$ cat src/tbp_pkg.sv
// Summary of operation
// RULE_01: basic clock divides system clock by 4, 8, 16, 32 for select 01, 00, 11, 10.
// RULE_02: in timer modes each timer divides basic clock by two to its select.
// RULE_03: overall divider is block factor times timer factor, 4 up to 4096.
// RULE_04: counter mode counts on detected transitions of the timer input pins.
// RULE_05: every external input is sampled once per basic clock period.
// RULE_06: a transition is two consecutive basic clock samples with differing levels.
// RULE_07: source holds each input level at least one full basic clock period.
// RULE_08: input frequency stays at or below half the basic clock.
// RULE_09: sampling and hold limits apply to count, gate and direction inputs alike.
// RULE_10: basic and count clocks are single-cycle enables on the system clock.
package tbp_pkg;
   localparam int TBP_NUM_TIMERS = 3;
   localparam int TBP_INPUTS_PER_TIMER = 3;
   localparam logic [1:0] TBP_BPS_DIV4 = 2'h1;
   localparam logic [1:0] TBP_BPS_DIV8 = 2'h0;
   localparam logic [1:0] TBP_BPS_DIV16 = 2'h3;
   localparam logic [1:0] TBP_BPS_DIV32 = 2'h2;
   localparam logic [1:0] TBP_BPS_RESET = TBP_BPS_DIV8;
   localparam int TBP_BLOCK_DIV_W = 5;
   localparam int TBP_TIMER_DIV_W = 7;
   localparam logic [4:0] TBP_BLOCK_TERM_4 = 5'h03;
   localparam logic [4:0] TBP_BLOCK_TERM_8 = 5'h07;
   localparam logic [4:0] TBP_BLOCK_TERM_16 = 5'h0f;
   localparam logic [4:0] TBP_BLOCK_TERM_32 = 5'h1f;
   typedef enum logic [1:0] {TBP_MODE_TIMER, TBP_MODE_GATED, TBP_MODE_COUNTER} tbp_mode_t;
   localparam int TBP_IN_COUNT = 0;
   localparam int TBP_IN_GATE = 1;
   localparam int TBP_IN_DIR = 2;
endpackage : tbp_pkg

$ cat src/tbp_samp_if.sv
`timescale 1ns/1ns
interface tbp_samp_if #(parameter int N = 9);
   logic basic_en;
   logic [N-1:0] pins;
   logic [N-1:0] level;
   logic [N-1:0] rise;
   logic [N-1:0] fall;
   modport sampler (input basic_en, input pins, output level, output rise, output fall);
   modport user (output basic_en, output pins, input level, input rise, input fall);
endinterface : tbp_samp_if

$ cat src/tbp_prescaler.sv
`timescale 1ns/1ns
module tbp_prescaler
   import tbp_pkg::*;
#(
   parameter int NT = TBP_NUM_TIMERS
)(
   input wire logic CLK,
   input wire logic RESETN,
   input wire logic [1:0] BLOCK_PRESCALE_SEL,
   input wire logic [3*NT-1:0] TIMER_INPUT_PRESCALE_SEL,
   input wire logic [2*NT-1:0] TIMER_MODE,
   input wire logic [NT-1:0] TIMER_COUNT_INPUT,
   input wire logic [NT-1:0] TIMER_GATE_INPUT,
   input wire logic [NT-1:0] TIMER_DIR_INPUT,
   output logic BASIC_CLK_EN,
   output logic [NT-1:0] COUNT_EN,
   output logic [NT-1:0] COUNT_RISE,
   output logic [NT-1:0] COUNT_FALL,
   output logic [NT-1:0] GATE_LEVEL,
   output logic [NT-1:0] DIR_LEVEL,
   output logic [NT-1:0] DIR_EDGE
);
   localparam int NI = NT * TBP_INPUTS_PER_TIMER;

   function automatic logic [4:0] block_term(input logic [1:0] sel);
      unique case (sel)
         TBP_BPS_DIV4: block_term = TBP_BLOCK_TERM_4; // RULE_01
         TBP_BPS_DIV8: block_term = TBP_BLOCK_TERM_8;
         TBP_BPS_DIV16: block_term = TBP_BLOCK_TERM_16;
         TBP_BPS_DIV32: block_term = TBP_BLOCK_TERM_32;
      endcase
   endfunction : block_term

   logic [TBP_BLOCK_DIV_W-1:0] bdiv_q;
   logic basic_en_q;
   logic [1:0] bps_q;
   logic [TBP_TIMER_DIV_W-1:0] tdiv_q;
   logic [NT-1:0] count_en_q;
   logic [NT-1:0] rise_q;
   logic [NT-1:0] fall_q;
   logic [NT-1:0] gate_q;
   logic [NT-1:0] dir_q;
   logic [NT-1:0] dir_edge_q;

   tbp_samp_if #(.N(NI)) sif ();

   always_ff @(posedge CLK or negedge RESETN)
   begin
      if (!RESETN)
         bps_q <= TBP_BPS_RESET;
      else
         bps_q <= BLOCK_PRESCALE_SEL;
   end

   // block prescaler as a one-cycle enable
   always_ff @(posedge CLK or negedge RESETN)
   begin
      if (!RESETN)
      begin
         bdiv_q <= '0;
         basic_en_q <= 1'b0;
      end
      else if (bdiv_q >= block_term(bps_q))
      begin
         bdiv_q <= '0;
         basic_en_q <= 1'b1; // RULE_01 RULE_10
      end
      else
      begin
         bdiv_q <= bdiv_q + 5'h01;
         basic_en_q <= 1'b0;
      end
   end

   // shared basic-clock count; timer n fires when low sel bits all set
   always_ff @(posedge CLK or negedge RESETN)
   begin
      if (!RESETN)
         tdiv_q <= '0;
      else if (basic_en_q)
         tdiv_q <= tdiv_q + 7'h01; // RULE_02
   end

   assign sif.basic_en = basic_en_q;
   assign sif.pins = {TIMER_DIR_INPUT, TIMER_GATE_INPUT, TIMER_COUNT_INPUT};

   tbp_input_sampler #(.N(NI)) u_sampler (
      .clk(CLK),
      .resetn(RESETN),
      .sif(sif)
   );

   genvar t;
   generate
      for (t = 0; t < NT; t++)
      begin : g_timer
         logic [2:0] tsel;
         logic [1:0] tmode;
         logic [7:0] ext;
         logic tick;
         assign tsel = TIMER_INPUT_PRESCALE_SEL[3*t +: 3];
         assign tmode = TIMER_MODE[2*t +: 2];
         assign ext = {1'b1, tdiv_q};
         // tick after 2**tsel basic periods; overall factor block x timer
         assign tick = basic_en_q & (&(ext | ~((8'h01 << tsel) - 8'h01))); // RULE_02 RULE_03

         always_ff @(posedge CLK or negedge RESETN)
         begin
            if (!RESETN)
               count_en_q[t] <= 1'b0;
            else if (tmode == 2'(TBP_MODE_COUNTER))
               count_en_q[t] <= sif.rise[t] | sif.fall[t]; // RULE_04 RULE_10
            else if (tmode == 2'(TBP_MODE_GATED))
               count_en_q[t] <= tick & sif.level[NT*TBP_IN_GATE + t]; // RULE_09
            else if (tmode == 2'(TBP_MODE_TIMER))
               count_en_q[t] <= tick; // RULE_02
            else
               count_en_q[t] <= 1'b0;
         end

         always_ff @(posedge CLK or negedge RESETN)
         begin
            if (!RESETN)
            begin
               rise_q[t] <= 1'b0;
               fall_q[t] <= 1'b0;
               gate_q[t] <= 1'b0;
               dir_q[t] <= 1'b0;
               dir_edge_q[t] <= 1'b0;
            end
            else
            begin
               rise_q[t] <= sif.rise[NT*TBP_IN_COUNT + t];
               fall_q[t] <= sif.fall[NT*TBP_IN_COUNT + t];
               gate_q[t] <= sif.level[NT*TBP_IN_GATE + t];
               dir_q[t] <= sif.level[NT*TBP_IN_DIR + t]; // RULE_09
               dir_edge_q[t] <= sif.rise[NT*TBP_IN_DIR + t] | sif.fall[NT*TBP_IN_DIR + t];
            end
         end
      end
   endgenerate

   assign BASIC_CLK_EN = basic_en_q;
   assign COUNT_EN = count_en_q;
   assign COUNT_RISE = rise_q;
   assign COUNT_FALL = fall_q;
   assign GATE_LEVEL = gate_q;
   assign DIR_LEVEL = dir_q;
   assign DIR_EDGE = dir_edge_q;
endmodule : tbp_prescaler

$ cat src/tbp_input_sampler.sv
`timescale 1ns/1ns
module tbp_input_sampler
   import tbp_pkg::*;
#(
   parameter int N = 9
)(
   input wire logic clk,
   input wire logic resetn,
   tbp_samp_if.sampler sif
);
   logic [N-1:0] meta_q;
   logic [N-1:0] sync_q;
   logic [N-1:0] smp_q;
   logic [N-1:0] rise_q;
   logic [N-1:0] fall_q;

   always_ff @(posedge clk or negedge resetn)
   begin
      if (!resetn)
      begin
         meta_q <= '0;
         sync_q <= '0;
      end
      else
      begin
         meta_q <= sif.pins;
         sync_q <= meta_q;
      end
   end

   // one sample per basic clock period
   always_ff @(posedge clk or negedge resetn)
   begin
      if (!resetn)
         smp_q <= '0;
      else if (sif.basic_en)
         smp_q <= sync_q; // RULE_05 RULE_09
   end

   // edge pulse for one system cycle after a differing sample pair
   always_ff @(posedge clk or negedge resetn)
   begin
      if (!resetn)
      begin
         rise_q <= '0;
         fall_q <= '0;
      end
      else
      begin
         rise_q <= sif.basic_en ? (sync_q & ~smp_q) : '0; // RULE_06
         fall_q <= sif.basic_en ? (~sync_q & smp_q) : '0; // RULE_06
      end
   end

   assign sif.level = smp_q;
   assign sif.rise = rise_q;
   assign sif.fall = fall_q;
endmodule : tbp_input_sampler

$ cat config.mk
export PLATFORM = sky130hd
export DESIGN_NAME = tbp_prescaler
export DESIGN_NICKNAME = d
export VERILOG_FILES = /design/src/tbp_pkg.sv /design/src/tbp_samp_if.sv /design/src/tbp_prescaler.sv /design/src/tbp_input_sampler.sv
export SDC_FILE = /design/constraint.sdc
export NUM_CORES = 1
export LEC_CHECK = 0
export ABC_AREA = 1
export BUFFER_PORTS_ARGS = -buffer_cell sky130_fd_sc_hd__buf_2
export CORE_UTILIZATION = 45
export DETAILED_ROUTE_END_ITERATION = 8
export GPL_TIMING_DRIVEN = 0
export PLACE_DENSITY = 0.66
export SYNTH_ARGS = -nofsm -noshare
export SYNTH_HDL_FRONTEND = slang
export SYNTH_HIERARCHICAL = 1
export SYNTH_SLANG_ARGS = --single-unit
$ cat constraint.sdc
create_clock -name CLK -period 1.6 [get_ports CLK]
set_input_delay 0.24 -clock CLK [delete_from_list [all_inputs] [get_ports CLK]]
set_output_delay 0.24 -clock CLK [all_outputs]
set_load 0.01 [all_outputs]
==> impl_metrics.py <==
metrics = {
    "timing": {
        "period_share_pct": 87.3,
        "fin_crit_ns": 1.40,
        "worstMarginPinSlew_ns": 0.858,
        "relSlewSlack_pct": 42.8,
        "rsz0062_at_grt": "false",
        "max_freq_mhz": 716,
        "hold_viol_final": 0,
        "drv_slew": 0,
        "worst_clock_skew_ns": 0.00746,
        "setup_violations": 0,
    },
    "place": {
        "hpwl_um": 2760,
        "portBuffers": 46,
        "gp_congestion": 0.799,
        "post_dp_cell_area_um2": 2960,
    },
    "floorplan": {
        "io_pins": 47,
        "die_x_um": 78.5,
        "die_height_um": 78.5,
        "design.die.area_um2": 6160,
        "core_area_um2": 5570,
        "initial_utilization_pct": 47.2,
        "row_count": 27,
    },
    "cells_and_area": {
        "area_delta_synth_final_pct": 25.3,
        "final_cell_mix": "72 x dfrtp_1, 65 x nand2_1, 45 x buf_2, 27 x nor2_1, 13 x inv_1",
        "fillers": 476,
        "final_common_cell": "dfrtp_1",
        "antennaDiodeCount": 0,
        "fin_area_um2": 3300,
        "drive_gt1_share_pct": 28.0,
        "nets": 333,
    },
    "power": {
        "p_total_mw": 5.31,
        "p_comb_share_pct": 21.4,
        "sequentialPowerShare_pct": 47.1,
        "switching_share_pct": 29.2,
        "clockPowerShare_pct": 31.4,
        "irDropWorstVdd_v": 0.000912,
        "p_per_area_nw_per_um2": 1610,
        "leakagePower_nw": 1.77,
        "p_switching_mw": 1.55,
        "internal_power_mw": 3.76,
    },
    "clock_network": {
        "postCtsSetupBuffers": 0,
        "clk_path_buf_depth": 2,
        "htreeDepth": 3,
        "cts_sinks": 72,
        "cts_root_buf": "clkbuf_8",
        "cts_made_buffers": 9,
        "clock_latency_ns": 0.34,
        "clk_pin_slew_ns": 0.07,
        "cts_tree": "done",
    },
    "setup_path": {
        "reg2reg_to": "bdiv_q[2]",
        "r2r_cells": 7,
        "criticalPathCategory": "register to register",
        "rrSetupSlack_ns": 0.20,
        "crit_end": "bdiv_q[2]",
        "r2r_start": "bps_q[0]",
        "arrival_ns": 1.66,
        "cp_data_required_time_ns": 1.87,
        "crit_fanout": 6,
        "endpoint_kind": "register",
        "cp-startpoint": "bps_q[0]",
        "start_kind": "register",
    },
    "flow_run": {
        "maxCapViolations": 0,
    },
    "grt": {
        "overflow": 0,
        "grt_max_degree": 73,
        "antenna_found_initial": 0,
        "grt_pass1_vias": 1600,
        "grtUsageTotal_pct": 16.2,
        "grt_pass1_wl_um": 7180,
    },
    "route": {
        "viasPerCell": 4.46,
        "drtIter0Drc": 119,
        "drt_first_pass_iters": 4,
        "drc": 0,
        "vias": 1677,
        "wire_per_inst_um": 11.3,
        "ant_nets": 0,
        "finalWirelength_um": 4240,
    },
    "synthesis": {
        "synth_area_um2": 2630,
        "postSynthCellCount": 232,
        "syn_nets": 265,
        "yosysWarningCount": 6,
        "avgSynthCellArea_um2": 11.3,
    },
    "outcome": {
        "status": "finished, final reports clean",
    },
    "hold_path": {
        "hp-class": "input pin to async pin",
    },
}
[worst max-delay path, cell delays in order, from the launching register on]
cell      delay [ns]
dfrtp_1         0.36
inv_1           0.06
nand2_1         0.05
ha_1            0.31
a21oi_1         0.18
nand2_1         0.08
nand3b_4        0.18
nor2_1          0.11
[layout make-up]
type / count / area [µm²] / share of cell area (%)
flip-flops and latches: 72 / 1800 / 54.6
multi-input cells: 139 / 721 / 21.9
repair buffers: 57 / 343 / 10.4
clock buffers: 9 / 124 / 3.76
clock inverters: 6 / 109 / 3.30
well taps: 72 / 90.1 / 2.73
inverters: 17 / 63.8 / 1.93
plain buffers: 4 / 46.3 / 1.40
[routing by layer]
layer  vias to the layer above  GRT usage [%]  part of all wire, %  wire [µm]
li1                        852              -                    -          -
met1                       776           19.7                   45       1920
met2                        42           24.9                   47       2000
met3                         7           6.74                  5.5        233
met4                         0           7.78                  2.0         87
met5                         -              0                    0          0
[power groups by stage]
| stage | Clock [mW] | Sequential, mW | Combinational [mW] |
|---|---|---|---|
| floorplan | 0 | 2.55 | 0.734 |
| global placement | 0 | 2.53 | 1.11 |
| detailed placement | 0 | 2.54 | 1.14 |
| CTS | 1.71 | 2.51 | 1.16 |
| global route | 1.80 | 2.56 | 1.31 |
| finish | 1.67 | 2.50 | 1.14 |
[how the worst min path moves through the flow]
stage                        start                  end  depth (start not counted)
5_1_grt                     RESETN            bdiv_q[2]                          1
6_report                    RESETN            bdiv_q[2]                          1
3_5_place_dp   u_sampler/meta_q[1]  u_sampler/sync_q[1]                          0
2_1_floorplan               RESETN         BASIC_CLK_EN                          0
4_1_cts                     RESETN            bdiv_q[4]                          1
3_3_place_gp   u_sampler/meta_q[8]  u_sampler/sync_q[8]                          0
[state kept, by name, summed over array words and instances, names as in the netlist]
name,flops
u_sampler/sif.level,9
COUNT_EN,3
DIR_EDGE,3
u_sampler/sif.fall,6
COUNT_FALL,3
bdiv_q,5
DIR_LEVEL,3
u_sampler/sync_q,9
tdiv_q,7
BASIC_CLK_EN,1
COUNT_RISE,3
GATE_LEVEL,3
u_sampler/meta_q,9
u_sampler/sif.rise,6
bps_q,2
[stage by stage]
step / hold slack [ns] / util, % / std cells / TNS [ns] / worst slack, ns
after floorplan: -0.0556 / - / 232 / 0 / 0.361
after global routing: 0.0754 / 59.2 / 376 / 0 / 0.114
after CTS: 0.0341 / 59.2 / 376 / 0 / 0.187
after detailed placement: 0.335 / 53.0 / 350 / 0 / 0.200
after global placement: 0.332 / 53.0 / 350 / -3.73 / -0.0558
final: 0.00803 / 59.2 / 376 / 0 / 0.203
[repair_timing]
item / CTS / global route
hold buffers: 11 / 0
gates resized for setup: 0 / 0
hold endpoints to repair: 11 / 0
Power figures use the tool's default switching activity.
